[config.mk]
export PLATFORM = sky130hd
export DESIGN_NAME = basic_timer_slave_control
export DESIGN_NICKNAME = d
export VERILOG_FILES = /design/src/core/basic_timer_pkg.sv /design/src/core/basic_timer_slave_control.sv
export SDC_FILE = /design/constraint.sdc
export NUM_CORES = 1
export LEC_CHECK = 0
export ABC_CLOCK_PERIOD_IN_PS = 2000
export BUFFER_PORTS_ARGS = -buffer_cell sky130_fd_sc_hd__buf_2
export CORE_MARGIN = 2
export CORE_UTILIZATION = 47
export DETAILED_ROUTE_END_ITERATION = 8
export PLACE_DENSITY_LB_ADDON = 0.05
export SETUP_SLACK_MARGIN = 0.2
export SLEW_MARGIN = 20
export SYNTH_ARGS = -nofsm -noshare
export SYNTH_HDL_FRONTEND = slang
export SYNTH_SLANG_ARGS = --single-unit
[constraint.sdc]
create_clock -name pclk -period 2 [get_ports pclk]
set_input_delay 0.2 -clock pclk [delete_from_list [all_inputs] [get_ports pclk]]
set_output_delay 0.2 -clock pclk [all_outputs]
set_load 0.02 [all_outputs]
[src/core/basic_timer_pkg.sv]
// constants for the basic timer slave-mode controller
package basic_timer_pkg;

	// ==========================================================
	// register byte addresses
	localparam logic [7:0] SLAVE_MODE_CONTROL_ADDR = 8'h08;
	localparam logic [7:0] IRQ_DMA_ENABLE_ADDR     = 8'h0c;
	localparam logic [7:0] TIMER_STATUS_ADDR       = 8'h10;
	localparam logic [7:0] EVENT_STATUS_ADDR       = 8'h30;
	localparam logic [7:0] EVENT_CLEAR_ADDR        = 8'h34;
	localparam logic [7:0] EVENT_ENABLE_ADDR       = 8'h38;

	// ==========================================================
	// slave_mode_control fields
	localparam int GATE_MODE_ON_BIT         = 23;
	localparam int GATE_POLARITY_INVERT_BIT = 22;
	localparam int GATE_SOURCE_LSB          = 20;
	localparam int SLAVE_BEHAVIOUR_LSB      = 16;
	localparam int SYNC_DELAY_MASTER_BIT    = 7;
	localparam int SYNC_SOURCE_LSB          = 4;

	// ==========================================================
	// irq_dma_enable and timer_status fields
	localparam int UPDATE_DMA_ENABLE_BIT = 8;
	localparam int UPDATE_IRQ_ENABLE_BIT = 0;
	localparam int UPDATE_FLAG_BIT       = 0;

	// ==========================================================
	// event status bits
	localparam int EVENT_WIDTH      = 2;
	localparam int EVENT_UPDATE_BIT = 0;
	localparam int EVENT_TRIG_BIT   = 1;

	// ==========================================================
	// slave behaviour codes
	localparam logic [2:0] SLAVE_OFF       = 3'h0;
	localparam logic [2:0] SLAVE_RESET     = 3'h1;
	localparam logic [2:0] SLAVE_TRIGGER   = 3'h2;
	localparam logic [2:0] SLAVE_COMBINED  = 3'h3;
	localparam logic [2:0] SLAVE_EXT_CLOCK = 3'h4;

	// ==========================================================
	// reset values
	localparam logic [31:0] WORD_ZERO = 32'h0000_0000;
	localparam logic [2:0]  SEL3_ZERO = 3'h0;
	localparam logic [1:0]  SEL2_ZERO = 2'h0;

endpackage

[src/core/basic_timer_slave_control.sv]
// slave-mode controller and update irq/dma enables of a basic timer
//
// Functional notes
// - in gated mode the counter advances only while the gate trigger is active
// - gate inactive stops counter, value kept; counting resumes when active again
// - gated mode and slave mode work together with separate trigger selections
// - gate polarity bit clear means active high, set means active low
// - gate source code 00..11 picks internal trigger zero..three
// - slave code 000 ignores the sync trigger
// - slave code 001: rising edge reinitialises counter and requests update
// - slave code 010: rising edge starts counter without reset
// - slave code 011: rising edge reinitialises, updates and starts counter
// - slave code 100: each rising edge gives one counter tick
// - active trigger edge is always the rising edge of the selected input
// - master/slave bit delays trigger effect so master and slaves align
// - sync source code 00..11 picks internal trigger zero..three
// - update dma request only while update dma enable is set
// - update interrupt only while update interrupt enable is set; event enable bit 0 also lets an update event raise irq
// - update flag set on each update event, cleared by writing zero
// - trigger mode sets counter run by hardware; gating needs run set
//
// Design decision made here: the APB slave port.
`timescale 1ns/1ns
`default_nettype none

module basic_timer_slave_control #(
	parameter int TRIG_COUNT = 4
) (
	// clock and reset
	input  wire logic                    pclk,
	input  wire logic                    presetn,
	// apb slave
	input  wire logic [7:0]              paddr,
	input  wire logic                    psel,
	input  wire logic                    penable,
	input  wire logic                    pwrite,
	input  wire logic [31:0]             pwdata,
	output var  logic                    pready,
	output var  logic [31:0]             prdata,
	output var  logic                    pslverr,
	// internal triggers from other timers
	input  wire logic                    internal_trigger_zero,
	input  wire logic                    internal_trigger_one,
	input  wire logic                    internal_trigger_two,
	input  wire logic                    internal_trigger_three,
	// counter core
	input  wire logic                    counter_run,
	input  wire logic                    update_event,
	output var  logic                    counter_enable,
	output var  logic                    counter_tick,
	output var  logic                    counter_reinit,
	output var  logic                    update_request,
	output var  logic                    counter_run_set,
	// requests
	output var  logic                    update_dma_req,
	output var  logic                    irq
);
	import basic_timer_pkg::*;

	// ==========================================================
	// trigger synchronisers
	logic [TRIG_COUNT-1:0] trig_in;
	logic [TRIG_COUNT-1:0] trig_meta_r;
	logic [TRIG_COUNT-1:0] trig_sync_r;
	logic [TRIG_COUNT-1:0] trig_meta_nxt;
	logic [TRIG_COUNT-1:0] trig_sync_nxt;

	assign trig_in = {internal_trigger_three, internal_trigger_two,
		internal_trigger_one, internal_trigger_zero};

	// triggers may come from timers on other clocks, so always two stages
	always_comb begin
		trig_meta_nxt = trig_in;
		trig_sync_nxt = trig_meta_r;
	end

	always_ff @(posedge pclk or negedge presetn) begin
		if (!presetn) begin
			trig_meta_r <= '0;
			trig_sync_r <= '0;
		end else begin
			trig_meta_r <= trig_meta_nxt;
			trig_sync_r <= trig_sync_nxt;
		end
	end

	// ==========================================================
	// configuration registers
	logic       gate_mode_on_r;
	logic       gate_polarity_invert_r;
	logic [1:0] gate_source_select_r;
	logic [2:0] slave_behaviour_select_r;
	logic       sync_delay_master_r;
	logic [1:0] sync_source_select_r;
	logic       update_dma_enable_r;
	logic       update_irq_enable_r;
	logic       update_flag_r;
	logic [EVENT_WIDTH-1:0] event_status_r;
	logic [EVENT_WIDTH-1:0] event_enable_r;

	logic       gate_mode_on_nxt;
	logic       gate_polarity_invert_nxt;
	logic [1:0] gate_source_select_nxt;
	logic [2:0] slave_behaviour_select_nxt;
	logic       sync_delay_master_nxt;
	logic [1:0] sync_source_select_nxt;
	logic       update_dma_enable_nxt;
	logic       update_irq_enable_nxt;
	logic       update_flag_nxt;
	logic [EVENT_WIDTH-1:0] event_status_nxt;
	logic [EVENT_WIDTH-1:0] event_enable_nxt;

	// ==========================================================
	// apb handshake
	logic        pready_r;
	logic [31:0] prdata_r;
	logic        pslverr_r;
	logic        pready_nxt;
	logic [31:0] prdata_nxt;
	logic        pslverr_nxt;
	logic        setup;
	logic        wr_commit;
	logic        addr_hit;
	logic [31:0] read_word;

	// one wait-free access phase: answer is prepared during the setup cycle
	assign setup     = psel && !penable && !pready_r;
	assign wr_commit = psel && penable && pready_r && pwrite;

	function automatic logic decode_hit(input logic [7:0] a);
		decode_hit = (a == SLAVE_MODE_CONTROL_ADDR) || (a == IRQ_DMA_ENABLE_ADDR)
			|| (a == TIMER_STATUS_ADDR) || (a == EVENT_STATUS_ADDR)
			|| (a == EVENT_CLEAR_ADDR) || (a == EVENT_ENABLE_ADDR);
	endfunction

	assign addr_hit = decode_hit(paddr);

	always_comb begin
		read_word = WORD_ZERO;
		unique case (paddr)
			SLAVE_MODE_CONTROL_ADDR: begin
				read_word[GATE_MODE_ON_BIT]         = gate_mode_on_r;
				read_word[GATE_POLARITY_INVERT_BIT] = gate_polarity_invert_r;
				read_word[GATE_SOURCE_LSB+:2]       = gate_source_select_r;
				read_word[SLAVE_BEHAVIOUR_LSB+:3]   = slave_behaviour_select_r;
				read_word[SYNC_DELAY_MASTER_BIT]    = sync_delay_master_r;
				read_word[SYNC_SOURCE_LSB+:2]       = sync_source_select_r;
			end
			IRQ_DMA_ENABLE_ADDR: begin
				read_word[UPDATE_DMA_ENABLE_BIT] = update_dma_enable_r;
				read_word[UPDATE_IRQ_ENABLE_BIT] = update_irq_enable_r;
			end
			TIMER_STATUS_ADDR: begin
				read_word[UPDATE_FLAG_BIT] = update_flag_r;
			end
			EVENT_STATUS_ADDR: begin
				read_word[EVENT_WIDTH-1:0] = event_status_r;
			end
			EVENT_ENABLE_ADDR: begin
				read_word[EVENT_WIDTH-1:0] = event_enable_r;
			end
			default: read_word = WORD_ZERO;
		endcase
	end

	always_comb begin
		pready_nxt  = setup;
		prdata_nxt  = prdata_r;
		pslverr_nxt = 1'b0;
		if (setup) begin
			prdata_nxt  = (pwrite || !addr_hit) ? WORD_ZERO : read_word;
			pslverr_nxt = !addr_hit;
		end
	end

	always_ff @(posedge pclk or negedge presetn) begin
		if (!presetn) begin
			pready_r  <= 1'b0;
			prdata_r  <= WORD_ZERO;
			pslverr_r <= 1'b0;
		end else begin
			pready_r  <= pready_nxt;
			prdata_r  <= prdata_nxt;
			pslverr_r <= pslverr_nxt;
		end
	end

	assign pready  = pready_r;
	assign prdata  = prdata_r;
	assign pslverr = pslverr_r;

	// ==========================================================
	// trigger selection, edge detection and master delay
	logic       sync_level;
	logic       gate_level;
	logic       gate_active;
	logic       sync_prev_r;
	logic       sync_prev_nxt;
	logic       sync_edge;
	logic       slave_on;
	logic       edge_dly_r;
	logic       gate_dly_r;
	logic       edge_dly_nxt;
	logic       gate_dly_nxt;
	logic       edge_eff;
	logic       gate_eff;

	function automatic logic pick(input logic [TRIG_COUNT-1:0] v, input logic [1:0] s);
		pick = v[s];
	endfunction

	assign sync_level  = pick(trig_sync_r, sync_source_select_r);
	assign gate_level  = pick(trig_sync_r, gate_source_select_r);
	assign gate_active = gate_level ^ gate_polarity_invert_r;
	// internal triggers carry no polarity of their own: rising edge is active
	assign sync_edge   = sync_level && !sync_prev_r;
	// a change of source select may look like one edge; software should
	// select the source before picking a slave behaviour

	always_comb begin
		sync_prev_nxt = sync_level;
		edge_dly_nxt  = sync_edge;
		gate_dly_nxt  = gate_active;
	end

	always_ff @(posedge pclk or negedge presetn) begin
		if (!presetn) begin
			sync_prev_r <= 1'b0;
			edge_dly_r  <= 1'b0;
			gate_dly_r  <= 1'b0;
		end else begin
			sync_prev_r <= sync_prev_nxt;
			edge_dly_r  <= edge_dly_nxt;
			gate_dly_r  <= gate_dly_nxt;
		end
	end

	// one extra cycle lets the master's trigger output reach its slaves
	assign edge_eff = sync_delay_master_r ? edge_dly_r : sync_edge;
	assign gate_eff = sync_delay_master_r ? gate_dly_r : gate_active;
	assign slave_on = edge_eff && (slave_behaviour_select_r != SLAVE_OFF);

	// ==========================================================
	// counter control outputs
	logic counter_enable_r;
	logic counter_tick_r;
	logic counter_reinit_r;
	logic update_request_r;
	logic counter_run_set_r;
	logic counter_enable_nxt;
	logic counter_tick_nxt;
	logic counter_reinit_nxt;
	logic update_request_nxt;
	logic counter_run_set_nxt;

	always_comb begin
		counter_tick_nxt    = 1'b0;
		counter_reinit_nxt  = 1'b0;
		update_request_nxt  = 1'b0;
		counter_run_set_nxt = 1'b0;
		// gating only qualifies a run bit that software already set
		counter_enable_nxt  = counter_run && (!gate_mode_on_r || gate_eff);
		if (slave_on) begin
			unique case (slave_behaviour_select_r)
				SLAVE_RESET: begin
					counter_reinit_nxt = 1'b1;
					update_request_nxt = 1'b1;
				end
				SLAVE_TRIGGER: begin
					counter_run_set_nxt = 1'b1;
				end
				SLAVE_COMBINED: begin
					counter_reinit_nxt  = 1'b1;
					update_request_nxt  = 1'b1;
					counter_run_set_nxt = 1'b1;
				end
				SLAVE_EXT_CLOCK: begin
					counter_tick_nxt = 1'b1;
				end
				default: counter_tick_nxt = 1'b0;
			endcase
		end
	end

	always_ff @(posedge pclk or negedge presetn) begin
		if (!presetn) begin
			counter_enable_r  <= 1'b0;
			counter_tick_r    <= 1'b0;
			counter_reinit_r  <= 1'b0;
			update_request_r  <= 1'b0;
			counter_run_set_r <= 1'b0;
		end else begin
			counter_enable_r  <= counter_enable_nxt;
			counter_tick_r    <= counter_tick_nxt;
			counter_reinit_r  <= counter_reinit_nxt;
			update_request_r  <= update_request_nxt;
			counter_run_set_r <= counter_run_set_nxt;
		end
	end

	assign counter_enable  = counter_enable_r;
	assign counter_tick    = counter_tick_r;
	assign counter_reinit  = counter_reinit_r;
	assign update_request  = update_request_r;
	assign counter_run_set = counter_run_set_r;

	// ==========================================================
	// register writes, flags and requests
	logic                   update_dma_req_r;
	logic                   irq_r;
	logic                   update_dma_req_nxt;
	logic                   irq_nxt;
	logic [EVENT_WIDTH-1:0] event_set;
	logic [EVENT_WIDTH-1:0] event_clr;

	always_comb begin
		gate_mode_on_nxt           = gate_mode_on_r;
		gate_polarity_invert_nxt   = gate_polarity_invert_r;
		gate_source_select_nxt     = gate_source_select_r;
		slave_behaviour_select_nxt = slave_behaviour_select_r;
		sync_delay_master_nxt      = sync_delay_master_r;
		sync_source_select_nxt     = sync_source_select_r;
		update_dma_enable_nxt      = update_dma_enable_r;
		update_irq_enable_nxt      = update_irq_enable_r;
		event_enable_nxt           = event_enable_r;
		event_clr                  = '0;
		update_flag_nxt            = update_flag_r;
		if (wr_commit && (paddr == SLAVE_MODE_CONTROL_ADDR)) begin
			gate_mode_on_nxt           = pwdata[GATE_MODE_ON_BIT];
			gate_polarity_invert_nxt   = pwdata[GATE_POLARITY_INVERT_BIT];
			gate_source_select_nxt     = pwdata[GATE_SOURCE_LSB+:2];
			slave_behaviour_select_nxt = pwdata[SLAVE_BEHAVIOUR_LSB+:3];
			sync_delay_master_nxt      = pwdata[SYNC_DELAY_MASTER_BIT];
			sync_source_select_nxt     = pwdata[SYNC_SOURCE_LSB+:2];
		end
		if (wr_commit && (paddr == IRQ_DMA_ENABLE_ADDR)) begin
			update_dma_enable_nxt = pwdata[UPDATE_DMA_ENABLE_BIT];
			update_irq_enable_nxt = pwdata[UPDATE_IRQ_ENABLE_BIT];
		end
		if (wr_commit && (paddr == EVENT_ENABLE_ADDR)) begin
			event_enable_nxt = pwdata[EVENT_WIDTH-1:0];
		end
		if (wr_commit && (paddr == EVENT_CLEAR_ADDR)) begin
			event_clr = pwdata[EVENT_WIDTH-1:0];
		end
		// writing zero clears; a same-cycle update event wins
		if (wr_commit && (paddr == TIMER_STATUS_ADDR) && !pwdata[UPDATE_FLAG_BIT]) begin
			update_flag_nxt = 1'b0;
		end
		if (update_event) begin
			update_flag_nxt = 1'b1;
		end
		event_set                   = '0;
		event_set[EVENT_UPDATE_BIT] = update_event;
		event_set[EVENT_TRIG_BIT]   = slave_on;
		event_status_nxt            = (event_status_r & ~event_clr) | event_set;
		update_dma_req_nxt          = update_event && update_dma_enable_r;
		irq_nxt = (update_flag_nxt && update_irq_enable_nxt)
			|| |(event_status_nxt & event_enable_nxt);
	end

	always_ff @(posedge pclk or negedge presetn) begin
		if (!presetn) begin
			gate_mode_on_r           <= 1'b0;
			gate_polarity_invert_r   <= 1'b0;
			gate_source_select_r     <= SEL2_ZERO;
			slave_behaviour_select_r <= SEL3_ZERO;
			sync_delay_master_r      <= 1'b0;
			sync_source_select_r     <= SEL2_ZERO;
			update_dma_enable_r      <= 1'b0;
			update_irq_enable_r      <= 1'b0;
			update_flag_r            <= 1'b0;
			event_status_r           <= '0;
			event_enable_r           <= '0;
			update_dma_req_r         <= 1'b0;
			irq_r                    <= 1'b0;
		end else begin
			gate_mode_on_r           <= gate_mode_on_nxt;
			gate_polarity_invert_r   <= gate_polarity_invert_nxt;
			gate_source_select_r     <= gate_source_select_nxt;
			slave_behaviour_select_r <= slave_behaviour_select_nxt;
			sync_delay_master_r      <= sync_delay_master_nxt;
			sync_source_select_r     <= sync_source_select_nxt;
			update_dma_enable_r      <= update_dma_enable_nxt;
			update_irq_enable_r      <= update_irq_enable_nxt;
			update_flag_r            <= update_flag_nxt;
			event_status_r           <= event_status_nxt;
			event_enable_r           <= event_enable_nxt;
			update_dma_req_r         <= update_dma_req_nxt;
			irq_r                    <= irq_nxt;
		end
	end

	assign update_dma_req = update_dma_req_r;
	assign irq            = irq_r;

endmodule

`default_nettype wire

==> results.tsv <==
stage	metric	value	unit
sta	relSlewSlack	59.6	%
grt	grt_pass1_wl	6780	um
pwr	switchingPower	0.444	mW
outcome	violations	hold timing	
synth	synth.cell_area	2160	um^2
cells_and_area	final_cell_area	2590	um^2
critical_path	start_kind	register	
clock_network	htreeDepth	2	
place	dp_hpwl	3020	um
pwr	p_sw_share	22.2	%
pwr	pwr-share-clk	41.7	%
cells_and_area	fin_nets	279	
drt	via_per_inst	5.18	
synth	yosysTopAreaCell	dfrtp_1	
clock_network	clock-sinks	49	
hold_path	hp-class	in2async	
pwr	seq_power_share	50.5	%
place	dp.cells	269	
synth	ys_ff_latch	49	
cells_and_area	antennaDiodeCount	0	
drt	ant_nets	0	
critical_path	r2r_slack	0.33	ns
critical_path	reg2reg_depth	4	
critical_path	critPathLaunch	sync_source_select_r[0]$_DFFE_PN0P_	
pwr	vdd_drop_max	0.000397	V
cells_and_area	finalNonFillerCells	281	
clock_network	path_clk_slew	0.09	ns
critical_path	r2r-start	sync_source_select_r[0]$_DFFE_PN0P_	
floorplanning	io_pins	92	
floorplanning	num_rows	24	
clock_network	ctsResizeCount	0	
clock_network	cts_buffers	5	
sta	fin_skew	0.00591	ns
sta	setup_tns	0	ns
floorplanning	initial_utilization	49.4	%
cells_and_area	final_layout_size_suffix_gt1_share	38.0	%
clock_network	clockBufferDepth	2	
floorplanning	chipWidth	71.9	um
grt	grt_pass1_vias	1421	
synth	synth_area_leaders	dfrtp_1 57%, buf_4 7.6%, mux2_2 5.7%	
sta	worst_pin_slew	0.605	ns
floorplanning	core_area	4380	um^2
critical_path	endpoint_kind	register	
critical_path	arrival	1.85	ns
pwr	internal_power	1.56	mW
drt	drt_wl_total	4210	um
sta	final-setup-viol-count	0	
critical_path	cp_max_fo	3	
clock_network	cts_tree	yes	
outcome	status	complete, but fails checks	
sta	slew_violations	0	
drt	drt_iter0_markers	64	
sta	final_hold_viol_count	18	
synth	synth_edf_count	0	
sta	finalCritPeriodShare	83.3	%
synth	synth-async-reset-ratio	100	%
place	numPortBuffers	53	
synth	ys_types	46	
pwr	comb_power_share	7.7	%
drt	drc	0	
place	gp_congestion	0.741	
grt	antenna_found_initial	0	
drt	wire_per_inst	15.0	um
sta	period_minus_slack	1.67	ns
synth	ys.warnings.count	0	
grt	grt_max_degree	50	
pwr	power.density	772	nW/um^2
pwr	leakage	1.36	nW
grt	overflow	0	
synth	synth-main-ff-cell	dfrtp_1	
cells_and_area	area_growth_syn_to_layout	19.8	%
sta	holdWs	-0.0154	ns
floorplanning	die_h	71.9	um
synth	synth_top_area_share	56.6	%
clock_network	clock_latency	0.30	ns
grt	grt_util_all_layers	17.1	%
clock_network	cts_hold_buf	4	
place	place_area	2420	um^2
critical_path	setup.worst_path.class	reg2reg	
synth	yosysSeqAreaShare	56.6	%
synth	synth_cells	166	
clock_network	cts_root_buf	clkbuf_8	
critical_path	cp.required	2.18	ns
job	cap_viol_max_count	0	
clock_network	postCtsSetupBuffers	0	
synth	avgSynthCellArea	13.0	um^2
drt	drt-pass1-iter-count	4	
floorplanning	die_area	5160	um^2
drt	vias	1455	
sta	clock.fmax	0.600	GHz
sta	rsz0062_at_grt	no	
==> registers in the layout, indices dropped and copies added (netlist names), 2 cells and up <==
signal,cells
event_enable_r,2
event_status_r,2
slave_behaviour_select_r,3
prdata,13
trig_sync_r,4
gate_source_select_r,2
trig_meta_r,4
sync_source_select_r,2
==> power by group through the flow <==
stage	logic [mW]	clock network, mW	registers [mW]
6_report	0.155	0.836	1.01
5_1_grt	0.171	0.897	1.01
4_1_cts	0.156	0.853	1.01
3_5_place_dp	0.149	0	1.03
3_3_place_gp	0.146	0	1.03
2_1_floorplan	0.100	0	1.04
==> stage by stage <==
stage                     utilization, %  power (mW)  hold WS [ns]  setup slack [ns]
after global routing                59.2        2.08        0.0343             0.212
after floorplan                        -        1.14       -0.0956             0.512
after global placement              55.1        1.18         0.309             0.326
after detailed placement            55.1        1.18         0.310             0.307
after CTS                           59.2        2.02       0.00555             0.330
final                               59.2        2.00       -0.0154             0.334
==> critical path: stages, from the launching register on <==
cell and delay [ns]:
dfrtp_1 0.40, mux4_2 0.55, a22oi_1 0.29, o21a_2 0.22, o221ai_2 0.09
==> layout make-up <==
cell class / instances / area, um^2
Fill cell: 383 / 1790
Tap cell: 52 / 65.1
Inverter: 10 / 37.5
Timing Repair Buffer: 60 / 328
Sequential cell: 49 / 1230
Clock inverter: 3 / 68.8
Clock buffer: 5 / 68.8
Multi-Input combinational cell: 102 / 800
==> per-layer routing <==
layer,global-route usage (%),up-vias,share of wire (%)
li1,-,682,-
met3,5.34,8,6.6
met4,5.03,0,1.1
met1,22.6,709,42
met5,0,-,0
met2,27.5,56,50
==> synthesized netlist by cell type, drive strengths merged (2+ instances only) <==
| cell | number |
|---|---|
| a22o | 10 |
| dfrtp | 49 |
| mux2i | 5 |
| mux2 | 11 |
| a22oi | 2 |
| nand3b | 2 |
| nor3 | 4 |
| nand4 | 2 |
| o41ai | 2 |
| mux4 | 2 |
| buf | 22 |
| inv | 10 |
| and2 | 4 |
| or2 | 2 |
| nor2 | 5 |
| nand2 | 7 |
| nor2b | 2 |
| nor4 | 2 |
==> final timing paths <==
path,endpoint
hold reg to reg,trig_sync_r[1]$_DFF_PN0_
min in group pclk,gate_source_select_r[1]$_DFFE_PN0P_
hold / removal,pslverr$_DFF_PN0_
max in group asynchronous,slave_behaviour_select_r[0]$_DFFE_PN0P_
setup reg to reg,irq$_DFF_PN0_
setup / recovery,irq$_DFF_PN0_
==> layout by cell type, fill, tap and decap left out, types with 2 or more instances in the layout <==
cell / n
buf_2: 53
dfrtp_1: 49
conb_1: 19
mux2_2: 11
inv_1: 10
a22o_1: 10
nand2_1: 7
mux2i_1: 5
clkbuf_8: 5
and2_1: 4
nor2_1: 4
dlygate4sd3_1: 4
buf_4: 3
nor2b_1: 2
nand4_1: 2
mux4_2: 2
nor3_1: 2
a22oi_1: 2
o41ai_2: 2
nand3b_1: 2
bufinv_16: 2
==> cells by family after synthesis <==
group,count (synthesis),synth area share (%)
flip-flops,49,56.6
buffers and inverters,33,9.54
adder cells (fa/ha/maj),1,0.462
other,1,0.173
AO/OA/AOI/OAI,26,10.8
AND/OR/NAND/NOR,37,11.9
XOR/XNOR,1,0.405
multiplexers,18,10.1
No activity file was read; power rests on OpenSTA's default activity.
